### config.mk
export PLATFORM = sky130hd
export DESIGN_NAME = fep_top
export DESIGN_NICKNAME = d
export VERILOG_FILES = /design/src/pkg/fep_pkg.sv /design/src/core/fep_top.sv
export SDC_FILE = /design/constraint.sdc
export NUM_CORES = 1
export LEC_CHECK = 0
export ABC_AREA = 1
export ABC_CLOCK_PERIOD_IN_PS = 4280
export BUFFER_PORTS_ARGS = -buffer_cell sky130_fd_sc_hd__buf_2
export CAP_MARGIN = 20
export CELL_PAD_IN_SITES_DETAIL_PLACEMENT = 0
export CELL_PAD_IN_SITES_GLOBAL_PLACEMENT = 2
export CORE_AREA = 2 2 181 183
export CTS_CLUSTER_DIAMETER = 40
export DETAILED_ROUTE_END_ITERATION = 6
export DIE_AREA = 0 0 183 185
export PLACE_DENSITY = 0.9
export SLEW_MARGIN = 20
export SYNTH_ARGS = -nofsm -noshare
export SYNTH_HDL_FRONTEND = slang
export SYNTH_SLANG_ARGS = --single-unit
### constraint.sdc
create_clock -name CLK_IN -period 4.28 [get_ports CLK_IN]
set_clock_uncertainty 0.2 [all_clocks]
set_input_delay 0.214 -clock CLK_IN [delete_from_list [all_inputs] [get_ports CLK_IN]]
set_output_delay 0.214 -clock CLK_IN [all_outputs]
set_load 0.02 [all_outputs]
### src/pkg/fep_pkg.sv
// Package with constants and types for the flash erase/program/protect block.
package fep_pkg;
   // APB register byte offsets.
   localparam logic [7:0] CTRL_OFF    = 8'h00; // Array control register.
   localparam logic [7:0] PROT_OFF    = 8'h04; // Protect start byte (read only).
   localparam logic [7:0] ADDR_OFF    = 8'h08; // Latched target address.
   localparam logic [7:0] DATA_OFF    = 8'h0C; // Byte write port into the array.
   localparam logic [7:0] STAT_OFF    = 8'h10; // Sequencer status.
   localparam logic [7:0] NONVOLATILE_SETUP_TIME_OFF    = 8'h14; // Setup minimum count.
   localparam logic [7:0] PROGRAM_SETUP_TIME_OFF    = 8'h18; // Program setup minimum count.
   localparam logic [7:0] BYTE_PROGRAM_TIME_OFF   = 8'h1C; // Byte program minimum count.
   localparam logic [7:0] TERASE_OFF  = 8'h20; // Mass erase minimum count.
   // Control register bit positions.
   localparam int CTRL_PGM  = 0; // Program select.
   localparam int CTRL_ERS  = 1; // Erase select.
   localparam int CTRL_MASS = 2; // Mass select.
   localparam int CTRL_HV   = 3; // High voltage enable.
   // Protect byte layout and special values.
   localparam logic [7:0]  PROT_OPEN   = 8'hFF; // Nothing protected.
   localparam logic [7:0]  PROT_SOFT   = 8'hFE; // Still reprogrammable.
   localparam logic [1:0]  PROT_TOP    = 2'h3;  // Forced address bits 15:14.
   localparam logic [5:0]  PROT_LOW    = 6'h00; // Forced address bits 5:0.
   localparam logic [15:0] PROT_ADDR   = 16'hFF7E; // Where the byte lives.
   localparam logic [15:0] ARRAY_BASE  = 16'hC000; // First array address.
   localparam int          ROW_BITS    = 5;     // 32 byte rows.
   localparam logic [7:0]  ERASED      = 8'hFF; // Erased byte value.
   // Timing figures in ns and the 200 MHz period.
   localparam int CLK_NS   = 5;
   localparam int NONVOLATILE_SETUP_TIME_NS  = 10000;
   localparam int PROGRAM_SETUP_TIME_NS  = 5000;
   localparam int BYTE_PROGRAM_TIME_NS = 30000;
   localparam int TME_NS   = 4000000;
   localparam logic [23:0] NONVOLATILE_SETUP_TIME_CYC  = 24'((NONVOLATILE_SETUP_TIME_NS + CLK_NS - 1) / CLK_NS);
   localparam logic [23:0] PROGRAM_SETUP_TIME_CYC  = 24'((PROGRAM_SETUP_TIME_NS + CLK_NS - 1) / CLK_NS);
   localparam logic [23:0] BYTE_PROGRAM_TIME_CYC = 24'((BYTE_PROGRAM_TIME_NS + CLK_NS - 1) / CLK_NS);
   localparam logic [23:0] TME_CYC   = 24'((TME_NS + CLK_NS - 1) / CLK_NS);
   // Sequencer states.
   typedef enum logic [2:0] {
      ST_IDLE, ST_ARMED, ST_TARGET, ST_HV, ST_BYTE
   } fep_state_t;
   // One array command towards the charge pump and cell array.
   typedef struct packed {
      logic        prog;  // Program pulse active.
      logic        erase; // Erase active.
      logic        mass;  // Whole array erase.
      logic        hv;    // Charge pump on.
      logic [15:0] addr;  // Target address.
      logic [7:0]  data;  // Byte to program.
   } fep_arr_t;
endpackage

### src/core/fep_top.sv
// Flash erase/program sequencer with block protection and an APB slave.
// How it works
// - Mass erase refused unless protect byte is FF.
// - Mass erase sets every array byte to FF.
// - Programming works on aligned 32 byte rows.
// - Program select latches row address then byte data.
// - High voltage refused when target is protected.
// - Protected range runs from start to top.
// - Start address is 11, protect bits, six zeros.
// - 00 protects everything, FF protects nothing.
// - Beyond FF or FE, protect byte itself locked.
// - Test high voltage bypasses all block protection.
// - Protect byte changes only by programming or mass erase.
// - Unprotected protect byte is erased with array.
// - Wait mode aborts operation into standby.
// - Stop mode aborts operation into standby.
// - Standby drives all array controls inactive.
// - High voltage only after select and proper sequence.
// - Program and erase select are mutually exclusive.
module fep_top #(
   parameter logic [23:0] TME_DEF = fep_pkg::TME_CYC // Mass erase minimum.
) (
   input  wire logic          CLK_IN,       // 200 MHz bus clock.
   input  wire logic          SRST_IN,      // Synchronous reset, high.
   input  wire logic          PSEL_IN,      // APB select.
   input  wire logic          PENABLE_IN,   // APB access phase.
   input  wire logic          PWRITE_IN,    // APB direction.
   input  wire logic [7:0]    PADDR_IN,     // APB byte address.
   input  wire logic [31:0]   PWDATA_IN,    // APB write data.
   output logic               PREADY_OUT,   // APB ready.
   output logic [31:0]        PRDATA_OUT,   // APB read data.
   output logic               PSLVERR_OUT,  // APB error on unmapped address.
   input  wire logic          WAIT_MODE_IN, // CPU in wait mode.
   input  wire logic          STOP_MODE_IN, // CPU in stop mode.
   input  wire logic          TEST_HV_IN,   // Test high voltage on pin.
   input  wire logic [7:0]    PROT_BYTE_IN, // Stored protect byte value.
   output fep_pkg::fep_arr_t  ARR_OUT,      // Array command.
   output logic               BUSY_OUT      // Operation in progress.
);
   // Synchronisers for the asynchronous pin inputs.
   logic [1:0] wait_sync_reg;  // Wait mode synchroniser.
   logic [1:0] stop_sync_reg;  // Stop mode synchroniser.
   logic [1:0] tst_sync_reg;   // Test high voltage synchroniser.
   // Software visible state.
   logic       pgm_reg;        // Program select.
   logic       ers_reg;        // Erase select.
   logic       mass_reg;       // Mass select.
   logic       hv_reg;         // High voltage enable.
   logic       prot_rd_reg;    // Protect byte was read in this sequence.
   logic [15:0] addr_reg;      // Latched target address.
   logic [7:0]  data_reg;      // Latched program data.
   logic        refused_reg;   // Last high voltage request was refused.
   logic [23:0] nonvolatile_setup_time_reg;      // Setup minimum in cycles.
   logic [23:0] program_setup_time_reg;      // Program setup minimum in cycles.
   logic [23:0] byte_program_time_reg;     // Byte program minimum in cycles.
   logic [23:0] terase_reg;    // Mass erase minimum in cycles.
   logic [23:0] cnt_reg;       // Step timer.
   logic        time_ok_reg;   // Current step minimum has elapsed.
   fep_pkg::fep_state_t st_reg; // Sequencer state.
   // Decoded bus strobes and derived terms.
   logic        wr_en;         // Write access phase.
   logic        rd_en;         // Read access phase.
   logic        mapped;        // Address hits a register.
   logic        abort;         // Low power entry abort.
   logic        tgt_prot;      // Current target protected.
   logic        hv_try;        // Software tries to set high voltage.
   logic        hv_ok;         // High voltage allowed now.
   logic [31:0] rd_mux;        // Read data before the flop.
   logic [15:0] prot_base;     // Protect start address of the stored byte.

   // Protect start address from the protect bits.
   function automatic logic [15:0] prot_start(input logic [7:0] b);
      prot_start = {fep_pkg::PROT_TOP, b, fep_pkg::PROT_LOW};
   endfunction

   // True when an address lies in the protected range.
   function automatic logic is_prot(input logic [15:0] a,
                                    input logic [7:0] b,
                                    input logic tst);
      // All ones opens the whole array; the test voltage bypasses all.
      is_prot = !tst && (b != fep_pkg::PROT_OPEN)
                && (a >= prot_start(b));
   endfunction

   // Bus decode; the slave answers in the first access cycle.
   assign wr_en  = PSEL_IN && PENABLE_IN && PWRITE_IN;
   assign rd_en  = PSEL_IN && PENABLE_IN && !PWRITE_IN;
   assign mapped = PADDR_IN[1:0] == 2'h0 && PADDR_IN <= fep_pkg::TERASE_OFF;
   assign PREADY_OUT  = 1'b1;
   assign PSLVERR_OUT = PSEL_IN && PENABLE_IN && !mapped;
   assign abort  = wait_sync_reg[1] || stop_sync_reg[1];

   // Protection of the target; the protect byte is locked once set hard.
   always_comb begin
      tgt_prot = is_prot(addr_reg, PROT_BYTE_IN, tst_sync_reg[1]);
      if (addr_reg == fep_pkg::PROT_ADDR && !tst_sync_reg[1]
          && PROT_BYTE_IN != fep_pkg::PROT_OPEN
          && PROT_BYTE_IN != fep_pkg::PROT_SOFT) begin
         tgt_prot = 1'b1;
      end
      // A mass erase is refused if any block is protected.
      if (ers_reg && mass_reg && !tst_sync_reg[1]
          && PROT_BYTE_IN != fep_pkg::PROT_OPEN) begin
         tgt_prot = 1'b1;
      end
   end

   // High voltage is accepted only in the target stage after setup time.
   assign hv_try = wr_en && PADDR_IN == fep_pkg::CTRL_OFF
                   && PWDATA_IN[fep_pkg::CTRL_HV] && !hv_reg;
   assign hv_ok  = (pgm_reg || ers_reg) && prot_rd_reg
                   && st_reg == fep_pkg::ST_TARGET && time_ok_reg
                   && !tgt_prot && !abort;

   // Pin synchronisers, two flops each.
   always_ff @(posedge CLK_IN) begin
      if (SRST_IN) begin
         wait_sync_reg <= 2'h0;
         stop_sync_reg <= 2'h0;
         tst_sync_reg  <= 2'h0;
      end else begin
         wait_sync_reg <= {wait_sync_reg[0], WAIT_MODE_IN};
         stop_sync_reg <= {stop_sync_reg[0], STOP_MODE_IN};
         tst_sync_reg  <= {tst_sync_reg[0], TEST_HV_IN};
      end
   end

   // Control bits; select bits interlock and abort clears everything.
   always_ff @(posedge CLK_IN) begin
      if (SRST_IN || abort) begin
         pgm_reg  <= 1'b0;
         ers_reg  <= 1'b0;
         mass_reg <= 1'b0;
         hv_reg   <= 1'b0;
      end else if (wr_en && PADDR_IN == fep_pkg::CTRL_OFF) begin
         // A select is taken only when the other is and stays zero.
         if (!(PWDATA_IN[fep_pkg::CTRL_PGM]
               && PWDATA_IN[fep_pkg::CTRL_ERS])) begin
            pgm_reg <= PWDATA_IN[fep_pkg::CTRL_PGM] && !ers_reg;
            ers_reg <= PWDATA_IN[fep_pkg::CTRL_ERS] && !pgm_reg;
         end
         mass_reg <= PWDATA_IN[fep_pkg::CTRL_MASS];
         // Clearing is always allowed; setting needs the full sequence.
         if (!PWDATA_IN[fep_pkg::CTRL_HV]) begin
            hv_reg <= 1'b0;
         end else if (hv_try) begin
            hv_reg <= hv_ok;
         end
      end
   end

   // Refusal flag shows the last high voltage attempt outcome.
   always_ff @(posedge CLK_IN) begin
      if (SRST_IN) begin
         refused_reg <= 1'b0;
      end else if (hv_try) begin
         refused_reg <= !hv_ok;
      end
   end

   // Protect byte read marker, reset whenever no select is set.
   always_ff @(posedge CLK_IN) begin
      if (SRST_IN || abort || !(pgm_reg || ers_reg)) begin
         prot_rd_reg <= 1'b0;
      end else if (rd_en && PADDR_IN == fep_pkg::PROT_OFF) begin
         prot_rd_reg <= 1'b1;
      end
   end

   // Programmable minimum step counts.
   always_ff @(posedge CLK_IN) begin
      if (SRST_IN) begin
         nonvolatile_setup_time_reg   <= fep_pkg::NONVOLATILE_SETUP_TIME_CYC;
         program_setup_time_reg   <= fep_pkg::PROGRAM_SETUP_TIME_CYC;
         byte_program_time_reg  <= fep_pkg::BYTE_PROGRAM_TIME_CYC;
         terase_reg <= TME_DEF;
      end else if (wr_en) begin
         case (PADDR_IN)
            fep_pkg::NONVOLATILE_SETUP_TIME_OFF:   nonvolatile_setup_time_reg   <= PWDATA_IN[23:0];
            fep_pkg::PROGRAM_SETUP_TIME_OFF:   program_setup_time_reg   <= PWDATA_IN[23:0];
            fep_pkg::BYTE_PROGRAM_TIME_OFF:  byte_program_time_reg  <= PWDATA_IN[23:0];
            fep_pkg::TERASE_OFF: terase_reg <= PWDATA_IN[23:0];
            default: begin
            end
         endcase
      end
   end

   // Sequencer with step timer; the array write port is the data offset.
   always_ff @(posedge CLK_IN) begin
      if (SRST_IN || abort) begin
         st_reg      <= fep_pkg::ST_IDLE;
         cnt_reg     <= 24'h0;
         time_ok_reg <= 1'b0;
         addr_reg    <= 16'h0;
         data_reg    <= fep_pkg::ERASED;
      end else begin
         if (cnt_reg != 24'h0) begin
            cnt_reg <= cnt_reg - 24'h1;
         end
         time_ok_reg <= cnt_reg <= 24'h1;
         case (st_reg)
            fep_pkg::ST_IDLE: begin
               if (pgm_reg || ers_reg) begin
                  st_reg <= fep_pkg::ST_ARMED;
               end
            end
            fep_pkg::ST_ARMED: begin
               // First array write picks the target, then setup time runs.
               if (wr_en && PADDR_IN == fep_pkg::DATA_OFF) begin
                  addr_reg    <= PWDATA_IN[23:8];
                  cnt_reg     <= nonvolatile_setup_time_reg;
                  time_ok_reg <= 1'b0;
                  st_reg      <= fep_pkg::ST_TARGET;
               end else if (!(pgm_reg || ers_reg)) begin
                  st_reg <= fep_pkg::ST_IDLE;
               end
            end
            fep_pkg::ST_TARGET: begin
               if (hv_try && hv_ok) begin
                  cnt_reg     <= ers_reg ? terase_reg : program_setup_time_reg;
                  time_ok_reg <= 1'b0;
                  st_reg      <= fep_pkg::ST_HV;
               end else if (!(pgm_reg || ers_reg)) begin
                  st_reg <= fep_pkg::ST_IDLE;
               end
            end
            fep_pkg::ST_HV, fep_pkg::ST_BYTE: begin
               // Byte writes stay inside the latched row.
               if (pgm_reg && time_ok_reg && wr_en
                   && PADDR_IN == fep_pkg::DATA_OFF
                   && PWDATA_IN[23:8+fep_pkg::ROW_BITS]
                      == addr_reg[15:fep_pkg::ROW_BITS]) begin
                  addr_reg    <= PWDATA_IN[23:8];
                  data_reg    <= PWDATA_IN[7:0];
                  cnt_reg     <= byte_program_time_reg;
                  time_ok_reg <= 1'b0;
                  st_reg      <= fep_pkg::ST_BYTE;
               end
               if (!hv_reg) begin
                  st_reg <= fep_pkg::ST_IDLE;
               end
            end
            default: st_reg <= fep_pkg::ST_IDLE;
         endcase
      end
   end

   // Array command; all controls inactive outside an active step.
   always_ff @(posedge CLK_IN) begin
      if (SRST_IN || abort) begin
         ARR_OUT <= '0;
      end else begin
         ARR_OUT.hv    <= hv_reg;
         ARR_OUT.erase <= hv_reg && ers_reg;
         ARR_OUT.mass  <= hv_reg && ers_reg && mass_reg;
         ARR_OUT.prog  <= hv_reg && pgm_reg
                          && st_reg == fep_pkg::ST_BYTE && !time_ok_reg;
         ARR_OUT.addr  <= addr_reg;
         ARR_OUT.data  <= data_reg;
      end
   end

   // Read multiplexer; reserved bits read as zero.
   always_comb begin
      rd_mux = 32'h0;
      case (PADDR_IN)
         fep_pkg::CTRL_OFF:   rd_mux = {28'h0, hv_reg, mass_reg,
                                        ers_reg, pgm_reg};
         fep_pkg::PROT_OFF:   rd_mux = {24'h0, PROT_BYTE_IN};
         fep_pkg::ADDR_OFF:   rd_mux = {16'h0, addr_reg};
         fep_pkg::STAT_OFF:   rd_mux = {25'h0, tgt_prot, refused_reg,
                                        prot_rd_reg, time_ok_reg, st_reg};
         fep_pkg::NONVOLATILE_SETUP_TIME_OFF:   rd_mux = {8'h0, nonvolatile_setup_time_reg};
         fep_pkg::PROGRAM_SETUP_TIME_OFF:   rd_mux = {8'h0, program_setup_time_reg};
         fep_pkg::BYTE_PROGRAM_TIME_OFF:  rd_mux = {8'h0, byte_program_time_reg};
         fep_pkg::TERASE_OFF: rd_mux = {8'h0, terase_reg};
         default:             rd_mux = 32'h0;
      endcase
   end

   // Read data is registered at the setup phase for the access cycle.
   always_ff @(posedge CLK_IN) begin
      if (SRST_IN) begin
         PRDATA_OUT <= 32'h0;
      end else if (PSEL_IN && !PENABLE_IN && !PWRITE_IN) begin
         PRDATA_OUT <= rd_mux;
      end
   end

   assign BUSY_OUT = hv_reg;

   // Start address as the protection check forms it, watched below.
   assign prot_base = prot_start(PROT_BYTE_IN);

   // A selected pair never both holds one.
   AST_SEL_EXCL: assert property (
      @(posedge CLK_IN) disable iff (SRST_IN)
      !(pgm_reg && ers_reg))
      else $error("select bits both set");
   // High voltage rises only from the target stage after the protect read.
   AST_HV_SEQ: assert property (
      @(posedge CLK_IN) disable iff (SRST_IN)
      $rose(hv_reg) |-> $past(st_reg) == fep_pkg::ST_TARGET
      && $past(prot_rd_reg))
      else $error("high voltage out of order");
   // A protected target never gets high voltage.
   AST_PROT_HV: assert property (
      @(posedge CLK_IN) disable iff (SRST_IN)
      $rose(hv_reg) |-> !$past(tgt_prot))
      else $error("protected hv");
   // Abort clears the array controls by the following cycle.
   AST_STANDBY: assert property (
      @(posedge CLK_IN) disable iff (SRST_IN)
      $rose(wait_sync_reg[1] || stop_sync_reg[1]) |=> ARR_OUT == '0)
      else $error("no standby after low power entry");
   // Voltage for a mass erase comes only with an open protect byte or the test voltage.
   AST_MASS_REF: assert property (
      @(posedge CLK_IN) disable iff (SRST_IN)
      $rose(hv_reg) && $past(ers_reg && mass_reg)
      |-> $past(tst_sync_reg[1])
      || $past(PROT_BYTE_IN) == fep_pkg::PROT_OPEN)
      else $error("mass erase not refused");
   // Start address form: ones on top, the protect bits, zeros below.
   AST_START: assert property (
      @(posedge CLK_IN)
      prot_base[15:14] == 2'h3 && prot_base[13:6] == PROT_BYTE_IN
      && prot_base[5:0] == 6'h0)
      else $error("bad protect start");
   // All zeros protects even the array base without test voltage.
   AST_ALL_PROT: assert property (
      @(posedge CLK_IN) disable iff (SRST_IN)
      PROT_BYTE_IN == 8'h00 && !tst_sync_reg[1]
      && addr_reg >= fep_pkg::ARRAY_BASE |-> tgt_prot)
      else $error("zero byte not protecting");
   // Program pulse stays off once the idle state has held for two cycles.
   AST_IDLE_QUIET: assert property (
      @(posedge CLK_IN) disable iff (SRST_IN)
      st_reg == fep_pkg::ST_IDLE ##1 st_reg == fep_pkg::ST_IDLE
      |-> !ARR_OUT.prog)
      else $error("program pulse in idle");
endmodule

## After elaboration in Yosys (flattened, before gate mapping)

Cells that the tools add are included.

- Mux-type cells: 25
- Eq/ne operators: 21
- Reduce and logical (&&, ||, !) cells: 69
- Bitwise operators: 1
- Add/subtract/negate cells: 1
- Order comparisons: 3
- Multiply operators: 0
- Div/mod/pow operators: 0
- Shift operators: 0

Operator list:

| kind | count |
|---|---|
| $pmux W24 S8 | 1 |
| $mux W24 | 5 |
| $pmux W24 S3 | 1 |
| $logic_and A1 B1 Y1 | 38 |
| $eq A8 B5 Y1 const B | 4 |
| $mux W16 | 2 |
| $pmux W16 S2 | 1 |
| $le A24 B1 Y1 const B | 1 |
| $reduce_bool A24 Y1 | 1 |
| $sub A24 B1 Y24 const B | 1 |
| $mux W3 | 6 |
| $eq A16 B16 Y1 const B | 1 |
| $eq A8 B4 Y1 const B | 2 |
| $ge A16 B16 Y1 | 1 |
| $ne A8 B8 Y1 const B | 2 |
| $reduce_and A2 Y1 | 8 |
| $logic_not A1 Y1 | 12 |
| $pmux W3 S4 | 1 |
| $eq A11 B11 Y1 | 1 |
| $eq A8 B3 Y1 const B | 1 |
| $eq A8 B6 Y1 const B | 1 |
| $le A8 B6 Y1 const B | 1 |
| $logic_not A8 Y1 | 1 |
| $mux W1 | 7 |
| 14 further kinds | 20 |

- Memory bits (writable): 0
- Latch bits: 0
- Bits in read-only memories: 0
- Memories kept: 0
- Input port bits: 56
- Word-level logic and storage cells: 145
- Register bits: 220

## Depth between registers and ports, before layout

Gate-level depths: netlist of the first run.

- Depth after elaboration: 12
- Depth in mapped cells: 16
- Gate-level depth less buffers: 15

## Worst setup path before layout of the first run

OpenSTA, ideal clock, no wires.

- Path kind: reg-to-reg
- Start: register cnt_reg[0]
- End: register cnt_reg[19]
- Data required time: 3971 ps
- Buffers on the path: 1
- Data arrival time: 1838 ps
- Setup slack: 2133 ps
- Stages on the path, launching flop included: 15
- Period minus slack after synthesis: 2147 ps
- Cell sequence: dfxtp_1 clkinv_1 ha_1 nand2_1 nor2_2 nand3_2 buf_2 nand3_2 nand2_1 nand2_1 nand2_1 nor2_1 nand3_1 nand2_1 inv_1

- Longest elaborated chain between the ends: 4
- Elaborated cells on any way between the ends: 7

Ends and longest elaborated chain:

| element | line | source |
|---|---|---|
| from (decl) | fep_top.sv:57 | `logic [23:0] cnt_reg;` |
| from (signal assigned) | fep_top.sv:199 | `cnt_reg <= cnt_reg - 24'h1;` |
| from (signal assigned) | fep_top.sv:212 | `cnt_reg <= nonvolatile_setup_time_reg;` |
| from (signal assigned) | fep_top.sv:221 | `cnt_reg <= ers_reg ? terase_reg : program_setup_time_reg;` |
| $sub A24 B1 Y24 or $reduce_bool A24 Y1 (tied branches) | fep_top.sv:199, fep_top.sv:198 |  |
| $mux W24 * | fep_top.sv:198 | `if (cnt_reg != 24'h0) begin` |
| $mux W24 (on tied branches) | fep_top.sv:230, fep_top.sv:210, fep_top.sv:220 |  |
| $pmux W24 S3 * | fep_top.sv:202 | `case (st_reg)` |

Every way passes the cells marked *; elsewhere a longest branch is shown, timed or not.
A chain may end at the register's enable or synchronous reset.

## Worst setup path after layout of the first run

- Start: register ers_reg
- End: register cnt_reg[14]

- Longest elaborated chain between the ends: 10
- Elaborated cells on any way between the ends: 15

Ends and longest elaborated chain:

| element | line | source |
|---|---|---|
| from (decl) | fep_top.sv:46 | `logic ers_reg;` |
| from (signal assigned) | fep_top.sv:140 | `ers_reg <= PWDATA_IN[fep_pkg::CTRL_ERS] && !pgm_reg;` |
| $logic_and A1 B1 Y1 (2 in series) | fep_top.sv:102 | `if (ers_reg && mass_reg && !tst_sync_reg[1]` |
| $logic_and A1 B1 Y1 | fep_top.sv:103 | `&& PROT_BYTE_IN != fep_pkg::PROT_OPEN) begin` |
| $mux W1 | fep_top.sv:102 |  |
| $logic_not A1 Y1 | fep_top.sv:113 | `&& !tgt_prot && !abort;` |
| $logic_and A1 B1 Y1 (2 in series) | fep_top.sv:113 |  |
| $logic_and A1 B1 Y1 | fep_top.sv:220 | `if (hv_try && hv_ok) begin` |
| $mux W24 * | fep_top.sv:220 |  |
| $pmux W24 S3 * | fep_top.sv:202 |  |

Marked as above.

==> results.md, run 1 <==
- Outcome: finished clean
- Diode count: 0
- Final setup violation count: 0
- # IOs: 119
- Crit-path max cell delay: 430 ps
- Crit. End Element: flip-flop
- Iter 0 DRT Violations: 982
- Slew @ Worst Pin: 1060 ps
- Layout Area Growth over Synthesis: 20.2%
- Num CTS Buffers: 31
- Slew Limit Fails: 0
- Worst reg2reg path endpoint: cnt_reg[14]
- Top cell type's share of synthesized area: 38.6%
- Period Utilization, post-route: 71.8%
- Worst min-delay path startpoint: PADDR_IN[4]
- Max Fclk: 326 MHz
- Post-Layout Cell Count: 2,157
- Pwr/cell area: 510 nW/µm²
- Die area: 33,900 µm²
- Synthesized cell area: 11,000 µm²
- DRC: 0
- Worst min path class: primary input to flip-flop
- Placer Congestion: 0.900
- Max-cap violations: 0
- Yosys cell types: 53
- Layout cells sized above 1: 14.0%
- Postcts setup bufs: 0
- Post-Route M1 WL: 18,200 µm
- Global-route wire length before repair: 61,900 µm
- R2R Setup Slk: 1210 ps
- Worst-path clk slew: 60 ps
- Final core utilization: 41.3%
- Top_reg_cell synth: dfxtp_1
- Cell family with the largest share of critical-path delay: simple AND/OR/NAND/NOR gates
- Drt pass-1 iters: 5
- Simple logic cell fraction of the synthesized area: 27.1%
- Power, Total: 6.74 mW
- Root buffer selected by CTS: clkbuf_16
- Largest register FFs: 28
- WL final: 40,900 µm
- Ys Warns: 0
- Max clock buf depth: 3
- CP max-delay cell: buf_4
- Max Used Layer: met4
- CP Cell Sequence: buf_4, inv_1, o21ai_0, a21oi_1, nand2_1, nand2_1, nand2_4, nand2_1, nand3_2, nand2_2, o21ai_1
- Top cells by area, synth: dfxtp_1, nand2_1, inv_1
- IO buf count: 101
- TritonCTS clock tree: built
- Synth Register Bits: 212
- Reg-to-Reg Start: ers_reg
- Met3 WL: 2940 µm
- Initial antenna violation count: 0
- Number of flops mapped to enable cells by yosys: 0
- WP data arrival: 3340 ps
- Avg Vias per Cell: 5.16
- Initial Utilization: 34.3%
- Post-synthesis adder-cell area fraction: 1.14%
- Critical path launch point type: flip-flop
- Worst Hold Depth: 4
- Hold Path Sink: PRDATA_OUT[1]
- Core area: 32,000 µm²
- Worst slack, placed: 1260 ps
- Row count: 66
- Maximum VDD drop: 0.000326 V
- Pleak: 5.93 nW
- Top reg by flops: ARR_OUT
- WP buf/inv: 2
- RSZ-0062 raised after global routing: false
- Vias: 11.1k
- Largest family of logic cells by synthesized area: simple AND/OR/NAND/NOR gates
- Antenna-violating nets left: 0
- Fin crit period: 3070 ps
- Dpl cells: 2,068
- Hold Vio Cnt, Final: 0
- Worst skew pair latency: 570 ps
- Nets: 1,791
- Share of the yosys chip area belonging to registers: 38.6%
- Crit path required time: 4550 ps
- Routed WL per cell: 19.0 µm
- Crit-path most repeated cell: nand2_1
- Ys async rst share: 0%
- Die Y: 185 µm
- Largest area contributor in the netlist: dfxtp_1
- Slew margin rel.: 29.2%
- Proportion of synthesized area in mux cells: 0.273%
- Complex-gate fraction of the synthesized area: 20.9%
- Cells after Synth: 1,612
- Die X: 183 µm
- HPWL Detailed: 29,400 µm
- Worst Path Class, Setup: flip-flop to flip-flop
- Critical Path Fanout Max: 42
- Post-route worst setup slack: 1210 ps
- Overall Global Routing Usage: 23.8%
- Worst Reg-to-Reg Cells: 11
- Number of global-route vias before repair: 10.4k
- TNS Setup: 0 ps
- Avg Cell Area, Syn: 6.82 µm²
- Xor and xnor area share after synthesis: 0.717%
- CTS Sinks: 212
- Largest net degree at the start of global routing: 77
- DR WL met2: 18,800 µm
- Gr ovfl total: 0
- H-tree depth: 1
==> stage by stage <==
step | cell area, µm² | hold slack (ps)
2_1_floorplan | 11000 | 121
3_3_place_gp | 11800 | 190
3_5_place_dp | 11800 | 198
4_1_cts | 13200 | 4.78
5_1_grt | 13200 | 35.2
6_report | 13200 | 15.8
==> worst min-delay path: stages <==
cell	delay [ps]
buf_2	150
o32ai_1	120
o21ai_0	180
a21oi_1	70
==> Yosys cell counts (all sizes together), types with 6 or more instances <==
library cell    n
nand4          12
o22ai          30
a21oi         148
nand2         326
inv           214
ha             10
buf            38
dfxtp         212
a22oi           7
nor2          192
clkbuf         47
xor2            6
a31oi           9
nor3           14
nand3         116
o21ai         148
o211ai         25
a211oi         23
==> layout by cell type (no fill, tap or decap), types with 7 or more instances in the layout <==
| cell type | Yosys | final |
|---|---|---|
| a21oi_2 | 9 | 9 |
| inv_1 | 204 | 203 |
| a31oi_1 | 9 | 9 |
| o211ai_1 | 25 | 25 |
| a21oi_1 | 139 | 139 |
| buf_2 | 19 | 101 |
| nor3_1 | 10 | 9 |
| nor2_1 | 178 | 178 |
| clkbuf_16 | 0 | 31 |
| nand2_1 | 318 | 317 |
| dfxtp_1 | 212 | 212 |
| a22oi_1 | 7 | 7 |
| nand4_1 | 11 | 11 |
| buf_4 | 12 | 25 |
| nand3_1 | 109 | 109 |
| dlygate4sd3_1 | 0 | 32 |
| inv_2 | 10 | 11 |
| conb_1 | 2 | 9 |
| ha_1 | 10 | 10 |
| a211oi_1 | 23 | 23 |
| o21ai_0 | 126 | 126 |
| nor2_2 | 7 | 7 |
| o22ai_1 | 30 | 30 |
| o21ai_1 | 18 | 18 |
==> timing repair <==
| action | in CTS | in global routing |
|---|---|---|
| gates resized for setup | 0 | 0 |
| hold endpoints to repair | 135 | 0 |
| hold buffers | 32 | 0 |
==> kinds of logic (layout without fill, tap and decap cells) <==
group	Yosys count	in the layout
simple gates	671	671
compound gates	403	403
buf+inv	302	432
flops	212	212
fa+ha+maj	10	10
xor+xnor	9	9
mux	3	3
other cells	2	9
==> power breakdown <==
group          total [mW]  internal, mW  switching [mW]  leakage [nW]
clock network        2.69          1.67            1.02         0.527
logic                1.86         0.588            1.27          3.68
registers            2.19          2.08           0.107          1.72
==> area by class of cell <==
class,count,area (µm²)
fill,3377,18800
sequential,212,4240
timing repair buffer,158,1010
tap,408,510
multi-input combinational,1105,5540
clock buffer,35,801
inverter,217,815
clock inverter,22,293
==> worst max path at each step <==
stage / start / end / slack (ps) / cells past startpoint
2_1_floorplan: cnt_reg[0] / cnt_reg[19] / 2130 / 14
3_3_place_gp: ers_reg / cnt_reg[4] / 1310 / 11
3_5_place_dp: ers_reg / cnt_reg[1] / 1260 / 11
4_1_cts: ers_reg / cnt_reg[14] / 1230 / 11
5_1_grt: ers_reg / cnt_reg[5] / 990 / 11
6_report: ers_reg / cnt_reg[14] / 1210 / 11
==> per-layer routing <==
metal  vias up  GRT usage [%]
li1       5515              -
met1      5138           32.4
met2       416           39.4
met3        63           3.60
met4         0           6.14
met5         -              0
(Power assumes the default switching activity.)
==> run 2, diff against run 1 <==
==> config.mk (replaced) <==
export PLATFORM = sky130hd
export DESIGN_NAME = fep_top
export DESIGN_NICKNAME = d
export VERILOG_FILES = /design/src/pkg/fep_pkg.sv /design/src/core/fep_top.sv
export SDC_FILE = /design/constraint.sdc
export NUM_CORES = 1
export LEC_CHECK = 0
export ABC_AREA = 0
export ABC_CLOCK_PERIOD_IN_PS = 3200
export BUFFER_PORTS_ARGS = -buffer_cell sky130_fd_sc_hd__buf_2
export CAP_MARGIN = 20
export CELL_PAD_IN_SITES_DETAIL_PLACEMENT = 0
export CELL_PAD_IN_SITES_GLOBAL_PLACEMENT = 2
export CORE_AREA = 2 2 171 173
export CTS_CLUSTER_DIAMETER = 40
export DETAILED_ROUTE_END_ITERATION = 6
export DIE_AREA = 0 0 173 175
export PLACE_DENSITY = 0.87
export SLEW_MARGIN = 20
export SYNTH_ARGS = -nofsm -noshare
export SYNTH_HDL_FRONTEND = slang
export SYNTH_SLANG_ARGS = --single-unit
==> constraint.sdc (replaced) <==
create_clock -name CLK_IN -period 3.2 [get_ports CLK_IN]
set_clock_uncertainty 0.2 [all_clocks]
set_input_delay 0.16 -clock CLK_IN [delete_from_list [all_inputs] [get_ports CLK_IN]]
set_output_delay 0.16 -clock CLK_IN [all_outputs]
set_load 0.02 [all_outputs]
==> results.md, run 2 <==
- Num CTS Buffers: 34
- RSZ-0062 raised after global routing: false
- Pwr/cell area: 663 nW/µm²
- CTS hold repair buffers: 34
- Initial Utilization: 34.6%
- Dpl cells: 1,655
- Slew Limit Fails: 0
- Fin crit period: 2910 ps
- TNS Setup: 0 ps
- HPWL Detailed: 23,200 µm
- Max Fclk: 343 MHz
- Die area: 30,300 µm²
- # IOs: 119
- Avg Cell Area, Syn: 8.14 µm²
- Overall Global Routing Usage: 22.3%
- IO buf count: 101
- Diode count: 0
- Drt pass-1 iters: 7
- Die X: 173 µm
- Cell family with the largest share of critical-path delay: compound AO/OA/AOI/OAI gates
- Slew margin rel.: 47.1%
- Layout cells sized above 1: 16.4%
- Worst-path clk slew: 50 ps
- Top cell type's share of synthesized area: 43.1%
- Top_reg_cell synth: dfxtp_1
- Top reg by flops: ARR_OUT
- Cells after Synth: 1,208
- Largest area contributor in the netlist: dfxtp_1
- Crit-path max cell delay: 490 ps
- Avg Vias per Cell: 5.31
- Largest register FFs: 28
- Antenna-violating nets left: 0
- Number of global-route vias before repair: 8,803
- Crit path required time: 3410 ps
- Maximum VDD drop: 0.000428 V
- Gr ovfl total: 0
- WHS: 121 ps
- H-tree depth: 2
- Synth Register Bits: 212
- Vias: 9,274
- Max clock buf depth: 3
- Root buffer selected by CTS: clkbuf_16
- Number of flops mapped to enable cells by yosys: 0
- Nets: 1,407
- Yosys cell types: 62
- Ys Warns: 0
- CTS Sinks: 212
- Worst skew pair latency: 510 ps
- Placer Congestion: 0.893
- Final setup violation count: 0
- CP Cell Sequence: ha_1, a21oi_1, a211oi_1, o311a_1, nor4_4, buf_4, nand2_4, o221ai_1
- Synth top cells by count: nand2_1, dfxtp_1, a21oi_1
- Row count: 62
- Initial antenna violation count: 0
- Routed WL per cell: 19.6 µm
- WL final: 34,300 µm
- Pleak: 4.76 nW
- Worst min path class: primary input to flip-flop
- Hold Vio Cnt, Final: 0
- Commonest non-fill, non-tap cells in the layout: nand2_1, dfxtp_1, a21oi_1, buf_2, nor2_1
- CTS resizes: 0
- Core area: 28,400 µm²
- Power, Total: 8.20 mW
- Layout Area Growth over Synthesis: 25.8%
- Global-route wire length before repair: 52,300 µm
- Critical path launch point type: flip-flop
- Share of the yosys chip area belonging to registers: 43.1%
- Postcts setup bufs: 0
- R2R Setup Slk: 290 ps
- Post-Layout Cell Count: 1,748
- Outcome: finished clean
- Crit. End Element: flip-flop
- Top cells by area, synth: dfxtp_1, nand2_1, a21oi_1
- Slew @ Worst Pin: 793 ps
- DRC: 0
- WP data arrival: 3120 ps
- Max-cap violations: 0
- Most common cell after layout, fill and taps aside: nand2_1
- Synthesized cell area: 9840 µm²
- Filler cells: 2,911
- Die Y: 175 µm
- Critical Path Fanout Max: 19
- Iter 0 DRT Violations: 943
- TritonCTS clock tree: built
- WP buf/inv: 1
- Count leader, synth: nand2_1
- Ys async rst share: 0%
- Largest net degree at the start of global routing: 64
- Worst Path Class, Setup: flip-flop to flip-flop
- CP max-delay cell: dfxtp_1
- Period Utilization, post-route: 91.1%
run 2: cell types whose count changed in the layout (fill, tap and decap cells not counted), sizes merged, moves of 22 or more:
| cell | previous run | this run |
|---|---|---|
| a211oi | 23 | 1 |
| a21oi | 148 | 104 |
| a22o | 1 | 24 |
| and2 | 2 | 31 |
| buf | 126 | 150 |
| inv | 222 | 22 |
| mux2i | 3 | 51 |
| nand3 | 116 | 14 |
| nand3b | 1 | 26 |
| nor2 | 192 | 55 |
| o211ai | 25 | 1 |
| o21ai | 148 | 50 |
| o22ai | 30 | 4 |
run 2: path summary, 6_finish.rpt:
check	startpoint	endpoint	cells after the start
hold reg to reg	wait_sync_reg[0]	wait_sync_reg[1]	1
setup / recovery	addr_reg[7]	cnt_reg[5]	8
hold / removal	PADDR_IN[5]	mass_reg	5
setup reg to reg	addr_reg[7]	cnt_reg[5]	8
run 2: where the power goes:
group          internal [mW]  switching [mW]  total [mW]
combinational          0.670           0.822        1.49
sequential              2.78           0.118        2.90
clock                   2.51            1.30        3.81
run 2: worst register-to-register path: stages (launching register included):
cell	delay, ps
dfxtp_1	490
ha_1	310
a21oi_1	140
a211oi_1	100
o311a_1	460
nor4_4	430
buf_4	240
nand2_4	170
o221ai_1	290
run 2: layout make-up:
| type | instances | area (µm²) | area share, % |
|---|---|---|---|
| flip-flops and latches | 212 | 4240 | 34.3 |
| clock inverters | 19 | 274 | 2.21 |
| inverters | 19 | 71.3 | 0.576 |
| well taps | 384 | 480 | 3.88 |
| clock buffers | 40 | 905 | 7.31 |
| multi-input cells | 890 | 5160 | 41.7 |
| repair buffers | 184 | 1240 | 10.0 |
run 2: per-stage QoR:
step | setup slack (ps) | area (µm²) | utilization, %
after detailed placement | 224 | 10900 | 38.2
after CTS | 304 | 12400 | 43.6
after global routing | 179 | 12400 | 43.6
final | 286 | 12400 | 43.6
after global placement | 299 | 10900 | 38.2
after floorplan | 434 | 9860 | -
run 2: logic make-up after synthesis:
| logic type | synth area share, % |
|---|---|
| adder cells (fa/ha/maj) | 1.27 |
| AND/OR/NAND/NOR | 24.2 |
| flip-flops | 43.1 |
| buffers and inverters | 4.94 |
| AO/OA/AOI/OAI | 17.5 |
| other | 0.0763 |
| multiplexers | 5.88 |
| XOR/XNOR | 2.94 |
run 2: layer usage:
layer / share of wire, % / GRT usage [%] / up-vias
li1: - / - / 4467
met1: 47 / 31.3 / 4372
met2: 41 / 32.7 / 380
met3: 9.2 / 6.77 / 55
met4: 2.2 / 6.64 / 0
met5: 0 / 0 / -
==> run 3, diff against run 2 <==
--- a/config.mk
+++ b/config.mk
@@ -12,6 +12,7 @@
 export CELL_PAD_IN_SITES_DETAIL_PLACEMENT = 0
 export CELL_PAD_IN_SITES_GLOBAL_PLACEMENT = 2
 export CORE_AREA = 2 2 171 173
+export CTS_BUF_LIST = sky130_fd_sc_hd__clkbuf_4
 export CTS_CLUSTER_DIAMETER = 40
 export DETAILED_ROUTE_END_ITERATION = 6
 export DIE_AREA = 0 0 173 175
==> constraint.sdc (replaced) <==
create_clock -name CLK_IN -period 3.2 [get_ports CLK_IN]
set_clock_uncertainty 0.2 [all_clocks]
set_input_delay 0.32 -clock CLK_IN [delete_from_list [all_inputs] [get_ports CLK_IN]]
set_output_delay 0.32 -clock CLK_IN [all_outputs]
set_load 0.02 [all_outputs]
==> results.md, run 3 (synthesis results as in run 2) <==
- Maximum VDD drop: 0.000246 V
- Met2 track demand over resource: 33.9%
- Slew margin rel.: 40.0%
- Gr ovfl total: 0
- Antenna-violating nets left: 0
- Die area: 30,300 µm²
- Worst skew pair latency: 700 ps
- Vias: 9,427
- Outcome: finished clean
- Top reg by flops: ARR_OUT
- Period Utilization, post-route: 90.9%
- Pleak: 4.63 nW
- Postcts setup bufs: 0
- M1 GR Usage: 30.7%
- Die X: 173 µm
- Max Fclk: 344 MHz
- Internal: 4.60 mW
- Max-cap violations: 0
- Layout cells sized above 1: 18.6%
- Worst min path class: primary input to flip-flop
- TritonCTS clock tree: built
- Routed WL per cell: 19.4 µm
- TNS Setup: 0 ps
- Switch share: 31.1%
- Largest net degree at the start of global routing: 65
- Crit path from: addr_reg[13]
- Critical path launch point type: flip-flop
- Num CTS Buffers: 59
- Initial antenna violation count: 3
- CP Cell Sequence: ha_1, a21oi_1, nor2_1, a221o_1, o311a_1, nor4_4, buf_4, nand2_4, o221ai_1
- DRC: 0
- Max clock buf depth: 3
- Filler cells: 2,937
- Crit path required time: 3600 ps
- Fin crit period: 2910 ps
- RSZ-0062 raised after global routing: false
- Crit. End Element: flip-flop
- WP buf/inv: 1
- Row count: 62
- Nets: 1,439
- Seq pwr share: 43.3%
- IO buf count: 101
- # IOs: 119
- Root buffer selected by CTS: clkbuf_4
- Final core utilization: 42.1%
- Reg-to-Reg Start: addr_reg[13]
- Layout Area Growth over Synthesis: 21.5%
- Critical Path Fanout Max: 19
- Switching Power: 2.08 mW
- Core area: 28,400 µm²
- Slew @ Worst Pin: 900 ps
- Global-route wire length before repair: 53,400 µm
- Largest register FFs: 28
- Avg Vias per Cell: 5.26
- Overall Global Routing Usage: 22.7%
- Final setup violation count: 0
- Number of global-route vias before repair: 9,168
- Initial Utilization: 34.6%
- CTS Sinks: 212
- Clock Power Share: 34.5%
- Multi-input logic area: 5160 µm²
- Worst min-delay path startpoint: PADDR_IN[5]
- Placer Congestion: 0.913
- Met3 GRT Util: 7.33%
- Pwr/cell area: 559 nW/µm²
- Top Usage Layer GRT: met2
- H-tree depth: 2
- Die Y: 175 µm
- WP data arrival: 3310 ps
- Slew Limit Fails: 0
- Commonest non-fill, non-tap cells in the layout: nand2_1, dfxtp_1, a21oi_1, buf_2, clkbuf_4
- Most common cell after layout, fill and taps aside: nand2_1
- Logic pwr share: 22.2%
- HPWL Detailed: 23,800 µm
- Register area: 4240 µm²
- Worst Path Class, Setup: flip-flop to flip-flop
- CP max-delay cell: nor4_4
- Drt pass-1 iters: 5
- WL final: 34,800 µm
- Crit-path max cell delay: 460 ps
- Worst-path clk slew: 70 ps
- Cell family with the largest share of critical-path delay: compound AO/OA/AOI/OAI gates
- Iter 0 DRT Violations: 771
- Hold Vio Cnt, Final: 0
==> run 3: cell count changes in the layout (fill, tap and decap cells not counted), moves of 4 or more <==
| cell | before | now |
|---|---|---|
| buf_4 | 48 | 52 |
| bufinv_16 | 6 | 0 |
| clkbuf_1 | 4 | 0 |
| clkbuf_16 | 35 | 0 |
| clkbuf_4 | 0 | 83 |
| clkinv_1 | 0 | 8 |
==> run 3: through the flow <==
| stage | instances | worst slack [ps] | instance area [µm²] | total power [mW] | hold WS (ps) |
|---|---|---|---|---|---|
| 5_1_grt | 1791 | 127 | 12000 | 7.07 | 115 |
| 3_5_place_dp | 1662 | 105 | 10900 | 4.38 | 224 |
| 2_1_floorplan | 1215 | 307 | 9860 | 3.96 | 214 |
| 4_1_cts | 1790 | 272 | 12000 | 6.74 | 60.3 |
| 3_3_place_gp | 1662 | 186 | 10900 | 4.38 | 225 |
| 6_report | 1791 | 291 | 12000 | 6.69 | 106 |
==> run 3: repair_timing <==
item                      CTS  global route
resized for setup           0             0
hold endpoints to repair  133             0
hold buffers               34             0
==> run 3: power by group through the flow <==
stage	combinational, mW	sequential [mW]	clock, mW
4_1_cts	1.48	2.90	2.37
2_1_floorplan	1.03	2.93	0
3_3_place_gp	1.43	2.95	0
3_5_place_dp	1.43	2.95	0
5_1_grt	1.65	2.91	2.51
6_report	1.48	2.90	2.30
==> run 3: worst paths after layout <==
path | end | slack (ps) | cells past startpoint
worst max-delay path | cnt_reg[0] | 290 | 9
worst min-delay path | mass_reg | 110 | 5
worst max register to register | cnt_reg[0] | 290 | 9
worst min register to register | tst_sync_reg[1] | 240 | 1
==> run 3: layer usage <==
metal | share of wire, % | up-vias
li1 | - | 4545
met3 | 9.8 | 71
met4 | 2.4 | 0
met5 | 0 | -
met1 | 45 | 4425
met2 | 42 | 386
==> run 3: worst register-to-register path: cells and delay by family, from the launching register on <==
| family | cells | cell delay [ps] |
|---|---|---|
| fa+ha+maj | 1 | 270 |
| flops | 1 | 400 |
| compound gates | 4 | 1060 |
| simple gates | 3 | 660 |
| buf+inv | 1 | 200 |
==> run 3: area by class of cell <==
cell class	instances	area share, %
multi-input combinational	890	43.1
sequential	212	35.5
timing repair buffer	191	11.1
clock buffer	83	5.21
tap	384	4.02
inverter	19	0.596
clock inverter	11	0.398
antenna	1	0.0209
